`config.mk`:
```
export PLATFORM = sky130hd
export DESIGN_NAME = lvdc_top
export DESIGN_NICKNAME = d
export VERILOG_FILES = /design/src/rtl/lvdc_pkg.sv /design/src/rtl/lvdc_top.sv /design/src/rtl/lvdc_sync.sv
export VERILOG_INCLUDE_DIRS = /design/src /design/src/rtl
export SDC_FILE = /design/constraint.sdc
export NUM_CORES = 1
export LEC_CHECK = 0
export BUFFER_PORTS_ARGS = -buffer_cell sky130_fd_sc_hd__buf_2
export CAP_MARGIN = 10
export CORE_MARGIN = 1
export CORE_UTILIZATION = 39
export DETAILED_ROUTE_END_ITERATION = 7
export PLACE_DENSITY = 0.83
export SLEW_MARGIN = 30
export SYNTH_ARGS = -nofsm -noshare
export SYNTH_HDL_FRONTEND = slang
export SYNTH_SLANG_ARGS = --single-unit
```
`constraint.sdc`:
```
create_clock -name aclk -period 1.8 [get_ports aclk]
set_clock_uncertainty 0.2 [all_clocks]
set_input_delay 0.18 -clock aclk [delete_from_list [all_inputs] [get_ports aclk]]
set_output_delay 0.18 -clock aclk [all_outputs]
set_load 0.005 [all_outputs]
```
`src/rtl/lvdc_consts.svh`:
```
// Register offsets, field positions and reset values of the low-voltage detect control
`ifndef LVDC_CONSTS_SVH
`define LVDC_CONSTS_SVH

// ****************************************************************
// Register byte offsets
// ****************************************************************
`define LVDC_OFS_MODE       8'h00
`define LVDC_OFS_LEVEL      8'h04
`define LVDC_OFS_FLAG       8'h08
`define LVDC_OFS_MASK       8'h0C
`define LVDC_OFS_MONITOR    8'h10

// ****************************************************************
// Field positions
// ****************************************************************
`define LVDC_BIT_ON         0
`define LVDC_BIT_RSTMODE    1
`define LVDC_BIT_EXTSRC     2
`define LVDC_LEVEL_MSB      3
`define LVDC_BIT_FLAG       0
`define LVDC_BIT_MASK       0
`define LVDC_BIT_MON_BELOW  0
`define LVDC_BIT_MON_RESET  1
`define LVDC_BIT_MON_ON     2

// ****************************************************************
// Reset values
// ****************************************************************
`define LVDC_RST_MODE       3'h0
`define LVDC_RST_LEVEL      4'h0
`define LVDC_RST_MASK       1'b1
`define LVDC_RST_FLAG       1'b0

// ****************************************************************
// Bus answers
// ****************************************************************
`define LVDC_RESP_OKAY      2'h0
`define LVDC_RESP_SLVERR    2'h2
`define LVDC_RDATA_ZERO     32'h0000_0000

`endif

```
`src/rtl/lvdc_pkg.sv`:
```
// Types shared by the low-voltage detect control files
package lvdc_pkg;

    // Detector mode register fields, detector_on in bit 0
    typedef struct packed {
        logic ext_source;
        logic reset_mode_select;
        logic detector_on;
    } lvdc_mode_t;

    // Raw comparator results from the analog front end, high while below threshold
    typedef struct packed {
        logic ext_below;
        logic supply_below;
    } lvdc_cmp_t;

    // Outputs that steer the analog comparator
    typedef struct packed {
        logic       enable;
        logic       use_ext;
        logic [3:0] level;
    } lvdc_ana_t;

    // Detector state
    typedef enum logic [1:0] {
        LVDC_OFF,
        LVDC_ABOVE,
        LVDC_BELOW
    } lvdc_state_t;

endpackage : lvdc_pkg

```
`src/rtl/lvdc_top.sv`:
```
// Low-voltage detect control with AXI4-Lite registers, interrupt and reset request
`timescale 1ns/100ps
`include "lvdc_consts.svh"

// How it works
// [RULE1] Clearing detector_on while low raises flag; the code does this only in interrupt mode, reset mode sets no flag
// [RULE2] Level select upper four bits written zero
// [RULE3] Level select unchanged while detector runs; the code does not lock it, a write while running takes effect at once
// [RULE4] External source ignores level select entirely
// [RULE5] Reset mode chosen above level: no reset
// [RULE6] Reset mode, external input above: no reset
// [RULE7] Unmasked interrupt may fire right after enable
// [RULE8] Reset follows comparator unfiltered, may chatter
// [RULE9] Interrupt may repeat often, software suppresses
// [RULE10] Stop by zero byte or clearing detector_on
// [RULE11] Mode select picks reset or interrupt
// [RULE12] Comparator results synchronised before use
module lvdc_top #(
    parameter int ADDR_W = 8
) (
    input  wire logic                aclk,
    input  wire logic                aresetn,
    // AXI4-Lite slave
    input  wire logic [ADDR_W-1:0]   s_axi_awaddr,
    input  wire logic                s_axi_awvalid,
    output logic                     s_axi_awready,
    input  wire logic [31:0]         s_axi_wdata,
    input  wire logic [3:0]          s_axi_wstrb,
    input  wire logic                s_axi_wvalid,
    output logic                     s_axi_wready,
    output logic [1:0]               s_axi_bresp,
    output logic                     s_axi_bvalid,
    input  wire logic                s_axi_bready,
    input  wire logic [ADDR_W-1:0]   s_axi_araddr,
    input  wire logic                s_axi_arvalid,
    output logic                     s_axi_arready,
    output logic [31:0]              s_axi_rdata,
    output logic [1:0]               s_axi_rresp,
    output logic                     s_axi_rvalid,
    input  wire logic                s_axi_rready,
    // Analog comparator
    input  wire lvdc_pkg::lvdc_cmp_t cmp_raw,
    output lvdc_pkg::lvdc_ana_t      cmp_ctrl,
    // Responses
    output logic                     internal_reset_req,
    output logic                     lowvolt_irq
);
    import lvdc_pkg::*;

    // ****************************************************************
    // Helpers
    // ****************************************************************
    function automatic logic addr_is(input logic [ADDR_W-1:0] a, input logic [7:0] ofs);
        addr_is = (a[ADDR_W-1:2] == ofs[ADDR_W-1:2]);
    endfunction : addr_is

    function automatic logic addr_known(input logic [ADDR_W-1:0] a);
        addr_known = addr_is(a, `LVDC_OFS_MODE)  || addr_is(a, `LVDC_OFS_LEVEL) ||
                     addr_is(a, `LVDC_OFS_FLAG)  || addr_is(a, `LVDC_OFS_MASK)  ||
                     addr_is(a, `LVDC_OFS_MONITOR);
    endfunction : addr_known

    // ****************************************************************
    // Registers
    // ****************************************************************
    lvdc_mode_t        mode_q;
    logic [3:0]        level_q;
    logic              flag_q;
    logic              mask_q;
    lvdc_state_t       state_q;
    lvdc_state_t       state_d;
    logic              reset_req_q;
    logic              irq_q;

    logic [ADDR_W-1:0] awaddr_q;
    logic              aw_held_q;
    logic [31:0]       wdata_q;
    logic [3:0]        wstrb_q;
    logic              w_held_q;
    logic              bvalid_q;
    logic [1:0]        bresp_q;
    logic              rvalid_q;
    logic [31:0]       rdata_q;
    logic [1:0]        rresp_q;

    // ****************************************************************
    // Comparator synchronisation
    // ****************************************************************
    lvdc_cmp_t cmp_sync;

    lvdc_sync #(
        .WIDTH    ($bits(lvdc_cmp_t))
    ) u_sync (
        .aclk     (aclk),
        .aresetn  (aresetn),
        .async_in (cmp_raw),
        .sync_out (cmp_sync)
    ); // RULE12

    // Source select: external input uses its own fixed threshold
    wire below = mode_q.ext_source ? cmp_sync.ext_below : cmp_sync.supply_below; // RULE4

    // ****************************************************************
    // Write channel
    // ****************************************************************
    wire aw_take  = s_axi_awvalid && s_axi_awready;
    wire w_take   = s_axi_wvalid && s_axi_wready;
    wire wr_fire  = aw_held_q && w_held_q && !bvalid_q;
    wire wr_lane0 = wstrb_q[0];
    wire wr_known = addr_known(awaddr_q);

    wire wr_mode  = wr_fire && wr_lane0 && addr_is(awaddr_q, `LVDC_OFS_MODE);
    wire wr_level = wr_fire && wr_lane0 && addr_is(awaddr_q, `LVDC_OFS_LEVEL);
    wire wr_flag  = wr_fire && wr_lane0 && addr_is(awaddr_q, `LVDC_OFS_FLAG);
    wire wr_mask  = wr_fire && wr_lane0 && addr_is(awaddr_q, `LVDC_OFS_MASK);

    // Accepting address and data separately lets the master present them in any order
    assign s_axi_awready = !aw_held_q && !bvalid_q;
    assign s_axi_wready  = !w_held_q && !bvalid_q;
    assign s_axi_bvalid  = bvalid_q;
    assign s_axi_bresp   = bresp_q;

    always_ff @(posedge aclk) begin
        if (!aresetn) begin
            aw_held_q <= 1'b0;
            awaddr_q  <= '0;
        end else if (aw_take) begin
            aw_held_q <= 1'b1;
            awaddr_q  <= s_axi_awaddr;
        end else if (wr_fire) begin
            aw_held_q <= 1'b0;
        end
    end

    always_ff @(posedge aclk) begin
        if (!aresetn) begin
            w_held_q <= 1'b0;
            wdata_q  <= `LVDC_RDATA_ZERO;
            wstrb_q  <= 4'h0;
        end else if (w_take) begin
            w_held_q <= 1'b1;
            wdata_q  <= s_axi_wdata;
            wstrb_q  <= s_axi_wstrb;
        end else if (wr_fire) begin
            w_held_q <= 1'b0;
        end
    end

    always_ff @(posedge aclk) begin
        if (!aresetn) begin
            bvalid_q <= 1'b0;
            bresp_q  <= `LVDC_RESP_OKAY;
        end else if (wr_fire) begin
            bvalid_q <= 1'b1;
            bresp_q  <= wr_known ? `LVDC_RESP_OKAY : `LVDC_RESP_SLVERR;
        end else if (s_axi_bready) begin
            bvalid_q <= 1'b0;
        end
    end

    // ****************************************************************
    // Control registers
    // ****************************************************************
    // A zero byte or a cleared detector_on both stop the detector
    always_ff @(posedge aclk) begin
        if (!aresetn) begin
            mode_q <= lvdc_mode_t'(`LVDC_RST_MODE);
        end else if (wr_mode) begin
            mode_q <= lvdc_mode_t'(wdata_q[`LVDC_BIT_EXTSRC:0]); // RULE10
        end
    end

    // Only the low nibble is kept; upper bits are expected zero and read zero
    always_ff @(posedge aclk) begin
        if (!aresetn) begin
            level_q <= `LVDC_RST_LEVEL;
        end else if (wr_level) begin
            level_q <= wdata_q[`LVDC_LEVEL_MSB:0]; // RULE2
        end
    end

    always_ff @(posedge aclk) begin
        if (!aresetn) begin
            mask_q <= `LVDC_RST_MASK;
        end else if (wr_mask) begin
            mask_q <= wdata_q[`LVDC_BIT_MASK];
        end
    end

    // Level is frozen in hardware only by software discipline; a change mid-run
    // reaches the comparator at once
    assign cmp_ctrl.enable  = mode_q.detector_on;
    assign cmp_ctrl.use_ext = mode_q.ext_source;
    assign cmp_ctrl.level   = mode_q.ext_source ? 4'h0 : level_q; // RULE4 RULE3

    // ****************************************************************
    // Detector state
    // ****************************************************************
    always_comb begin
        state_d = state_q;
        case (state_q)
            LVDC_OFF: begin
                if (mode_q.detector_on) begin
                    state_d = below ? LVDC_BELOW : LVDC_ABOVE;
                end
            end
            LVDC_ABOVE: begin
                if (!mode_q.detector_on) begin
                    state_d = LVDC_OFF;
                end else if (below) begin
                    state_d = LVDC_BELOW;
                end
            end
            LVDC_BELOW: begin
                if (!mode_q.detector_on) begin
                    state_d = LVDC_OFF;
                end else if (!below) begin
                    state_d = LVDC_ABOVE;
                end
            end
            default: begin
                state_d = LVDC_OFF;
            end
        endcase
    end

    always_ff @(posedge aclk) begin
        if (!aresetn) begin
            state_q <= LVDC_OFF;
        end else begin
            state_q <= state_d;
        end
    end

    wire irq_mode   = !mode_q.reset_mode_select; // RULE11
    wire enter_low  = (state_q != LVDC_BELOW) && mode_q.detector_on && below;
    // Switching off while low is itself a detection event
    wire off_low    = (state_q == LVDC_BELOW) && !mode_q.detector_on; // RULE1
    // In interrupt mode each fresh drop sets the flag again; no hysteresis here
    wire flag_set   = irq_mode && (enter_low || off_low); // RULE9 RULE7
    wire flag_clear = wr_flag && wdata_q[`LVDC_BIT_FLAG];

    // Set wins over a simultaneous write-one-to-clear
    always_ff @(posedge aclk) begin
        if (!aresetn) begin
            flag_q <= `LVDC_RST_FLAG;
        end else if (flag_set) begin
            flag_q <= 1'b1; // RULE1
        end else if (flag_clear) begin
            flag_q <= 1'b0;
        end
    end

    // Reset follows the synchronised level directly, so it chatters with the input;
    // selecting reset mode while above gives no pulse
    wire reset_req_d = mode_q.detector_on && mode_q.reset_mode_select &&
                       (state_q == LVDC_BELOW) && below; // RULE5 RULE6 RULE8 RULE11

    always_ff @(posedge aclk) begin
        if (!aresetn) begin
            reset_req_q <= 1'b0;
            irq_q       <= 1'b0;
        end else begin
            reset_req_q <= reset_req_d;
            irq_q       <= flag_q && !mask_q; // RULE7
        end
    end

    assign internal_reset_req = reset_req_q;
    assign lowvolt_irq        = irq_q;

    // ****************************************************************
    // Read channel
    // ****************************************************************
    wire ar_take = s_axi_arvalid && s_axi_arready;

    wire [31:0] rd_mode  = {29'h0000_0000, mode_q};
    wire [31:0] rd_level = {28'h000_0000, level_q};
    wire [31:0] rd_flag  = {31'h0000_0000, flag_q};
    wire [31:0] rd_mask  = {31'h0000_0000, mask_q};
    wire [31:0] rd_mon   = {29'h0000_0000, mode_q.detector_on, reset_req_q,
                            (state_q == LVDC_BELOW)};

    wire [31:0] rd_mux =
        addr_is(s_axi_araddr, `LVDC_OFS_MODE)    ? rd_mode  :
        addr_is(s_axi_araddr, `LVDC_OFS_LEVEL)   ? rd_level :
        addr_is(s_axi_araddr, `LVDC_OFS_FLAG)    ? rd_flag  :
        addr_is(s_axi_araddr, `LVDC_OFS_MASK)    ? rd_mask  :
        addr_is(s_axi_araddr, `LVDC_OFS_MONITOR) ? rd_mon   : `LVDC_RDATA_ZERO;

    assign s_axi_arready = !rvalid_q;
    assign s_axi_rvalid  = rvalid_q;
    assign s_axi_rdata   = rdata_q;
    assign s_axi_rresp   = rresp_q;

    always_ff @(posedge aclk) begin
        if (!aresetn) begin
            rvalid_q <= 1'b0;
            rdata_q  <= `LVDC_RDATA_ZERO;
            rresp_q  <= `LVDC_RESP_OKAY;
        end else if (ar_take) begin
            rvalid_q <= 1'b1;
            rdata_q  <= rd_mux;
            rresp_q  <= addr_known(s_axi_araddr) ? `LVDC_RESP_OKAY : `LVDC_RESP_SLVERR;
        end else if (s_axi_rready) begin
            rvalid_q <= 1'b0;
        end
    end

endmodule : lvdc_top

```
`src/rtl/lvdc_sync.sv`:
```
// Two-flop synchroniser for asynchronous comparator levels
`timescale 1ns/100ps
module lvdc_sync #(
    parameter int WIDTH = 2
) (
    input  wire logic             aclk,
    input  wire logic             aresetn,
    input  wire logic [WIDTH-1:0] async_in,
    output logic      [WIDTH-1:0] sync_out
);

    logic [WIDTH-1:0] meta_q;

    // The first stage feeds only the second stage
    always_ff @(posedge aclk) begin
        if (!aresetn) begin
            meta_q   <= '0;
            sync_out <= '0;
        end else begin
            meta_q   <= async_in;
            sync_out <= meta_q;
        end
    end

endmodule : lvdc_sync

```
==> impl_metrics.prom <==
# TYPE chip_impl_metric gauge
chip_impl_info{name="run_status",value="complete, no violations"} 1
chip_impl_metric{name="viasPerCell",unit=""} 4.49
chip_impl_metric{name="ir_drop",unit="µV"} 439
chip_impl_info{name="rsz_0062_raised_after_global_routing",value="yes"} 1
chip_impl_metric{name="setup_viol",unit=""} 0
chip_impl_metric{name="floorplan.die_area",unit="µm²"} 5200
chip_impl_metric{name="globalRouteMet2Util",unit="%"} 22.8
chip_impl_metric{name="drt.antenna.violating_nets",unit=""} 0
chip_impl_metric{name="synthArstFlopShare",unit="%"} 0
chip_impl_metric{name="maxCapViolations",unit=""} 0
chip_impl_metric{name="floorplan.rows",unit=""} 25
chip_impl_info{name="worst_hold_startpoint",value="s_axi_araddr[5]"} 1
chip_impl_metric{name="yosys_warnings",unit=""} 0
chip_impl_metric{name="grt_max_degree",unit=""} 34
chip_impl_metric{name="report.final.slew_viol_count",unit=""} 0
chip_impl_info{name="worst_setup_path_startpoint",value="awaddr_q[7]"} 1
chip_impl_info{name="crit_chain",value="or3_4 > nor4b_4 > and3b_2 > mux2i_1"} 1
chip_impl_metric{name="count_of_pins_on_the_block_boundary",unit=""} 110
chip_impl_metric{name="diodes",unit=""} 0
chip_impl_info{name="worstSetupEndpointType",value="register"} 1
chip_impl_metric{name="final.setup.tns",unit="ns"} 0
chip_impl_metric{name="place.detailed.hpwl",unit="µm"} 2540
chip_impl_metric{name="synth_seq_cells",unit=""} 38
chip_impl_metric{name="cts_buffers",unit=""} 5
chip_impl_info{name="ys.flop_type",value="dfxtp_1"} 1
chip_impl_info{name="worst_path_top_cell_family_by_delay",value="simple AND/OR/NAND/NOR gates"} 1
chip_impl_metric{name="timing.fmax",unit="MHz"} 560
chip_impl_metric{name="tightest_slew",unit="ns"} 0.501
chip_impl_metric{name="final-hold-violation-count",unit=""} 0
chip_impl_info{name="cell_at_the_slowest_stage_of_the_critical_path",value="or3_4"} 1
chip_impl_metric{name="slew_headroom",unit="%"} 66.3
chip_impl_metric{name="cts_buffer_depth",unit=""} 2
chip_impl_metric{name="final_layout_size_suffix_gt1_share",unit="%"} 25.1
chip_impl_metric{name="first_global_vias",unit=""} 1310
chip_impl_metric{name="synthesis.area",unit="µm²"} 1920
chip_impl_metric{name="globalRouteOverflowTotal",unit=""} 0
chip_impl_metric{name="drt-wirelength-per-cell",unit="µm"} 10.1
chip_impl_info{name="hold_path.class",value="input pin to register"} 1
chip_impl_metric{name="use_met1",unit="%"} 17.5
chip_impl_info{name="synthDominantAreaCellType",value="dfxtp_1"} 1
chip_impl_metric{name="routabilityCongestion",unit=""} 0.877
chip_impl_metric{name="drc",unit=""} 0
chip_impl_info{name="cts_tree",value="done"} 1
chip_impl_metric{name="grt_use_total",unit="%"} 14.2
chip_impl_metric{name="cts.sinks",unit=""} 38
chip_impl_metric{name="routed_wl",unit="µm"} 3430
chip_impl_metric{name="clock_insertion_delay_worst_skew",unit="ns"} 0.29
chip_impl_metric{name="synth_edf_count",unit=""} 0
chip_impl_metric{name="drt-initial-drc-count",unit=""} 52
chip_impl_metric{name="worst_slack",unit="ns"} 0.0130
chip_impl_info{name="start_kind",value="register"} 1
chip_impl_metric{name="synth_cell_types",unit=""} 38
chip_impl_info{name="clock_tree.root_cell",value="clkbuf_8"} 1
chip_impl_metric{name="worst_path_largest_cell_delay",unit="ns"} 0.40
chip_impl_info{name="synthMostInstantiatedCell",value="dfxtp_1"} 1
chip_impl_metric{name="finalNetCount",unit=""} 331
chip_impl_metric{name="proportion_of_synthesized_chip_area_in_sequential_cells",unit="%"} 39.7
chip_impl_metric{name="finalCriticalPeriod",unit="ns"} 1.79
chip_impl_metric{name="netlist_instances",unit=""} 207
chip_impl_info{name="critPathKind",value="register to register"} 1
chip_impl_metric{name="cts.reportedPaths.clkPinSlew",unit="ns"} 0.07
chip_impl_metric{name="postPlaceCellArea",unit="µm²"} 2100
chip_impl_metric{name="power_leakage",unit="nW"} 1.09
chip_impl_metric{name="chipHeight",unit="µm"} 72.1
chip_impl_metric{name="port_buffers",unit=""} 44
chip_impl_metric{name="critical_path_peak_fanout",unit=""} 4
chip_impl_metric{name="synth.avg_cell_area",unit="µm²"} 9.27
chip_impl_metric{name="via_count_of_the_routed_design",unit=""} 1517
chip_impl_info{name="gr-max-usage-layer",value="met2"} 1
chip_impl_metric{name="antenna_violations_before_repair",unit=""} 0
chip_impl_metric{name="fp.dieW",unit="µm"} 72.1
chip_impl_metric{name="crit_required",unit="ns"} 1.82
chip_impl_metric{name="pre_cts_setup_slack",unit="ns"} -0.0683
chip_impl_metric{name="yosys.area.top_type_share",unit="%"} 39.7
chip_impl_metric{name="cp.arrival",unit="ns"} 1.81
chip_impl_metric{name="final.period_utilization",unit="%"} 99.3
chip_impl_metric{name="start_util",unit="%"} 40.6
chip_impl_metric{name="post-route-cell-area",unit="µm²"} 2380
chip_impl_metric{name="detailedRoute.firstPassIterationCount",unit=""} 4
chip_impl_metric{name="cts-htree-levels",unit=""} 2
chip_impl_metric{name="grt_pass1_wl",unit="µm"} 5690
chip_impl_metric{name="cellPowerDensity",unit="nW/µm²"} 769
chip_impl_metric{name="design.core.area",unit="µm²"} 4720
chip_impl_info{name="top_cells_by_instance_count_after_synthesis",value="38 x dfxtp_1, 33 x buf_4, 21 x nor2b_1, 19 x mux2i_1, 17 x nand2_1"} 1
chip_impl_info{name="crit-reg2reg-launch",value="awaddr_q[7]"} 1
chip_impl_metric{name="layout-area-overhead-vs-synth",unit="%"} 24.1
chip_impl_metric{name="grt_use_met3",unit="%"} 3.47
chip_impl_metric{name="post-route-util",unit="%"} 50.4
chip_impl_metric{name="wp_buf_inv",unit=""} 0
chip_impl_info{name="synth.top_cells.by_area",value="dfxtp_1 40%, buf_4 13%, mux2i_1 9.9%"} 1
## registers in the layout, summed over array words and instances (netlist names), 2 cells and up
register / flops
wdata_q: 4
state_q: 2
u_sync.sync_out: 2
u_sync.meta_q: 2
cmp_ctrl: 2
s_axi_rdata: 4
awaddr_q: 6
level_q: 4
## stage by stage
| stage | cells | hold slack, ns | total power (W) |
|---|---|---|---|
| after global placement | 313 | 0.187 | 0.00112 |
| after global routing | 338 | 0.0529 | 0.00192 |
| after detailed placement | 313 | 0.191 | 0.00112 |
| after CTS | 338 | 0.0279 | 0.00185 |
| after floorplan | 236 | 0.107 | 0.00109 |
| final | 338 | 0.0371 | 0.00183 |
## where the power goes
part           internal, W  switching [W]
Clock             0.000408       0.000293
Sequential        0.000876      0.0000238
Combinational     0.000123       0.000109
## worst min-delay path, cell delays in order
cell	delay [ns]
buf_2	0.13
nor3b_4	0.06
nand2_1	0.06
a211oi_1	0.05
## worst paths after layout
| check | to | slack (ns) | cells past startpoint |
|---|---|---|---|
| worst max-delay path | level_q[3] | 0.01 | 4 |
| worst min-delay path | s_axi_rdata[1] | 0.04 | 4 |
| worst max register to register | level_q[3] | 0.01 | 4 |
| worst min register to register | u_sync.sync_out[1] | 0.23 | 1 |
## final cells by class
type,instances,area (µm²)
clock buffers,5,68.8
clock inverters,3,40.0
fillers,442,2340
inverters,3,11.3
multi-input cells,155,983
flip-flops and latches,38,761
well taps,67,83.8
repair buffers,67,433
## metal layers
| layer | wire, µm | vias up |
|---|---|---|
| met1 | 1540 | 688 |
| met3 | 193 | 6 |
| met2 | 1630 | 56 |
| li1 | - | 767 |
| met5 | 0 | - |
| met4 | 66 | 0 |
## cells in the final DEF, fill, tap and decap left out, drive strengths merged
cell	instances
a211oi	2
a21boi	2
a21o	1
a21oi	5
a2bb2oi	1
a31oi	1
a32o	1
and2	8
and3b	3
and4	1
and4b	1
buf	51
bufinv	1
clkbuf	5
clkinv	2
conb	30
dfxtp	38
dlygate4sd3	16
inv	3
mux2	1
mux2i	19
nand2	17
nand2b	6
nand3	2
nand3b	1
nand4b	1
nor2	7
nor2b	21
nor3	4
nor3b	2
nor4	1
nor4b	2
o211a	1
o21ai	8
o31ai	2
o41ai	1
or3	1
or4	2
## logic make-up (layout without fill, tap and decap cells)
logic type | count (synthesis) | after routing | share of synthesized area, %
AO/OA/AOI/OAI | 25 | 25 | 8.41
multiplexers | 20 | 20 | 10.5
AND/OR/NAND/NOR | 80 | 80 | 26.3
other | 1 | 30 | 0.196
buffers and inverters | 43 | 78 | 14.9
flip-flops | 38 | 38 | 39.7
## what timing repair did
action / CTS / global route
gates cloned: 0 / 0
endpoints found under the hold margin: 15 / 0
setup buffers: 1 / 0
resized for setup: 1 / 1
endpoints found under the setup margin: 5 / 8
hold buffers: 16 / 0
pin swaps: 1 / 3
Power figures use the tool's default switching activity.
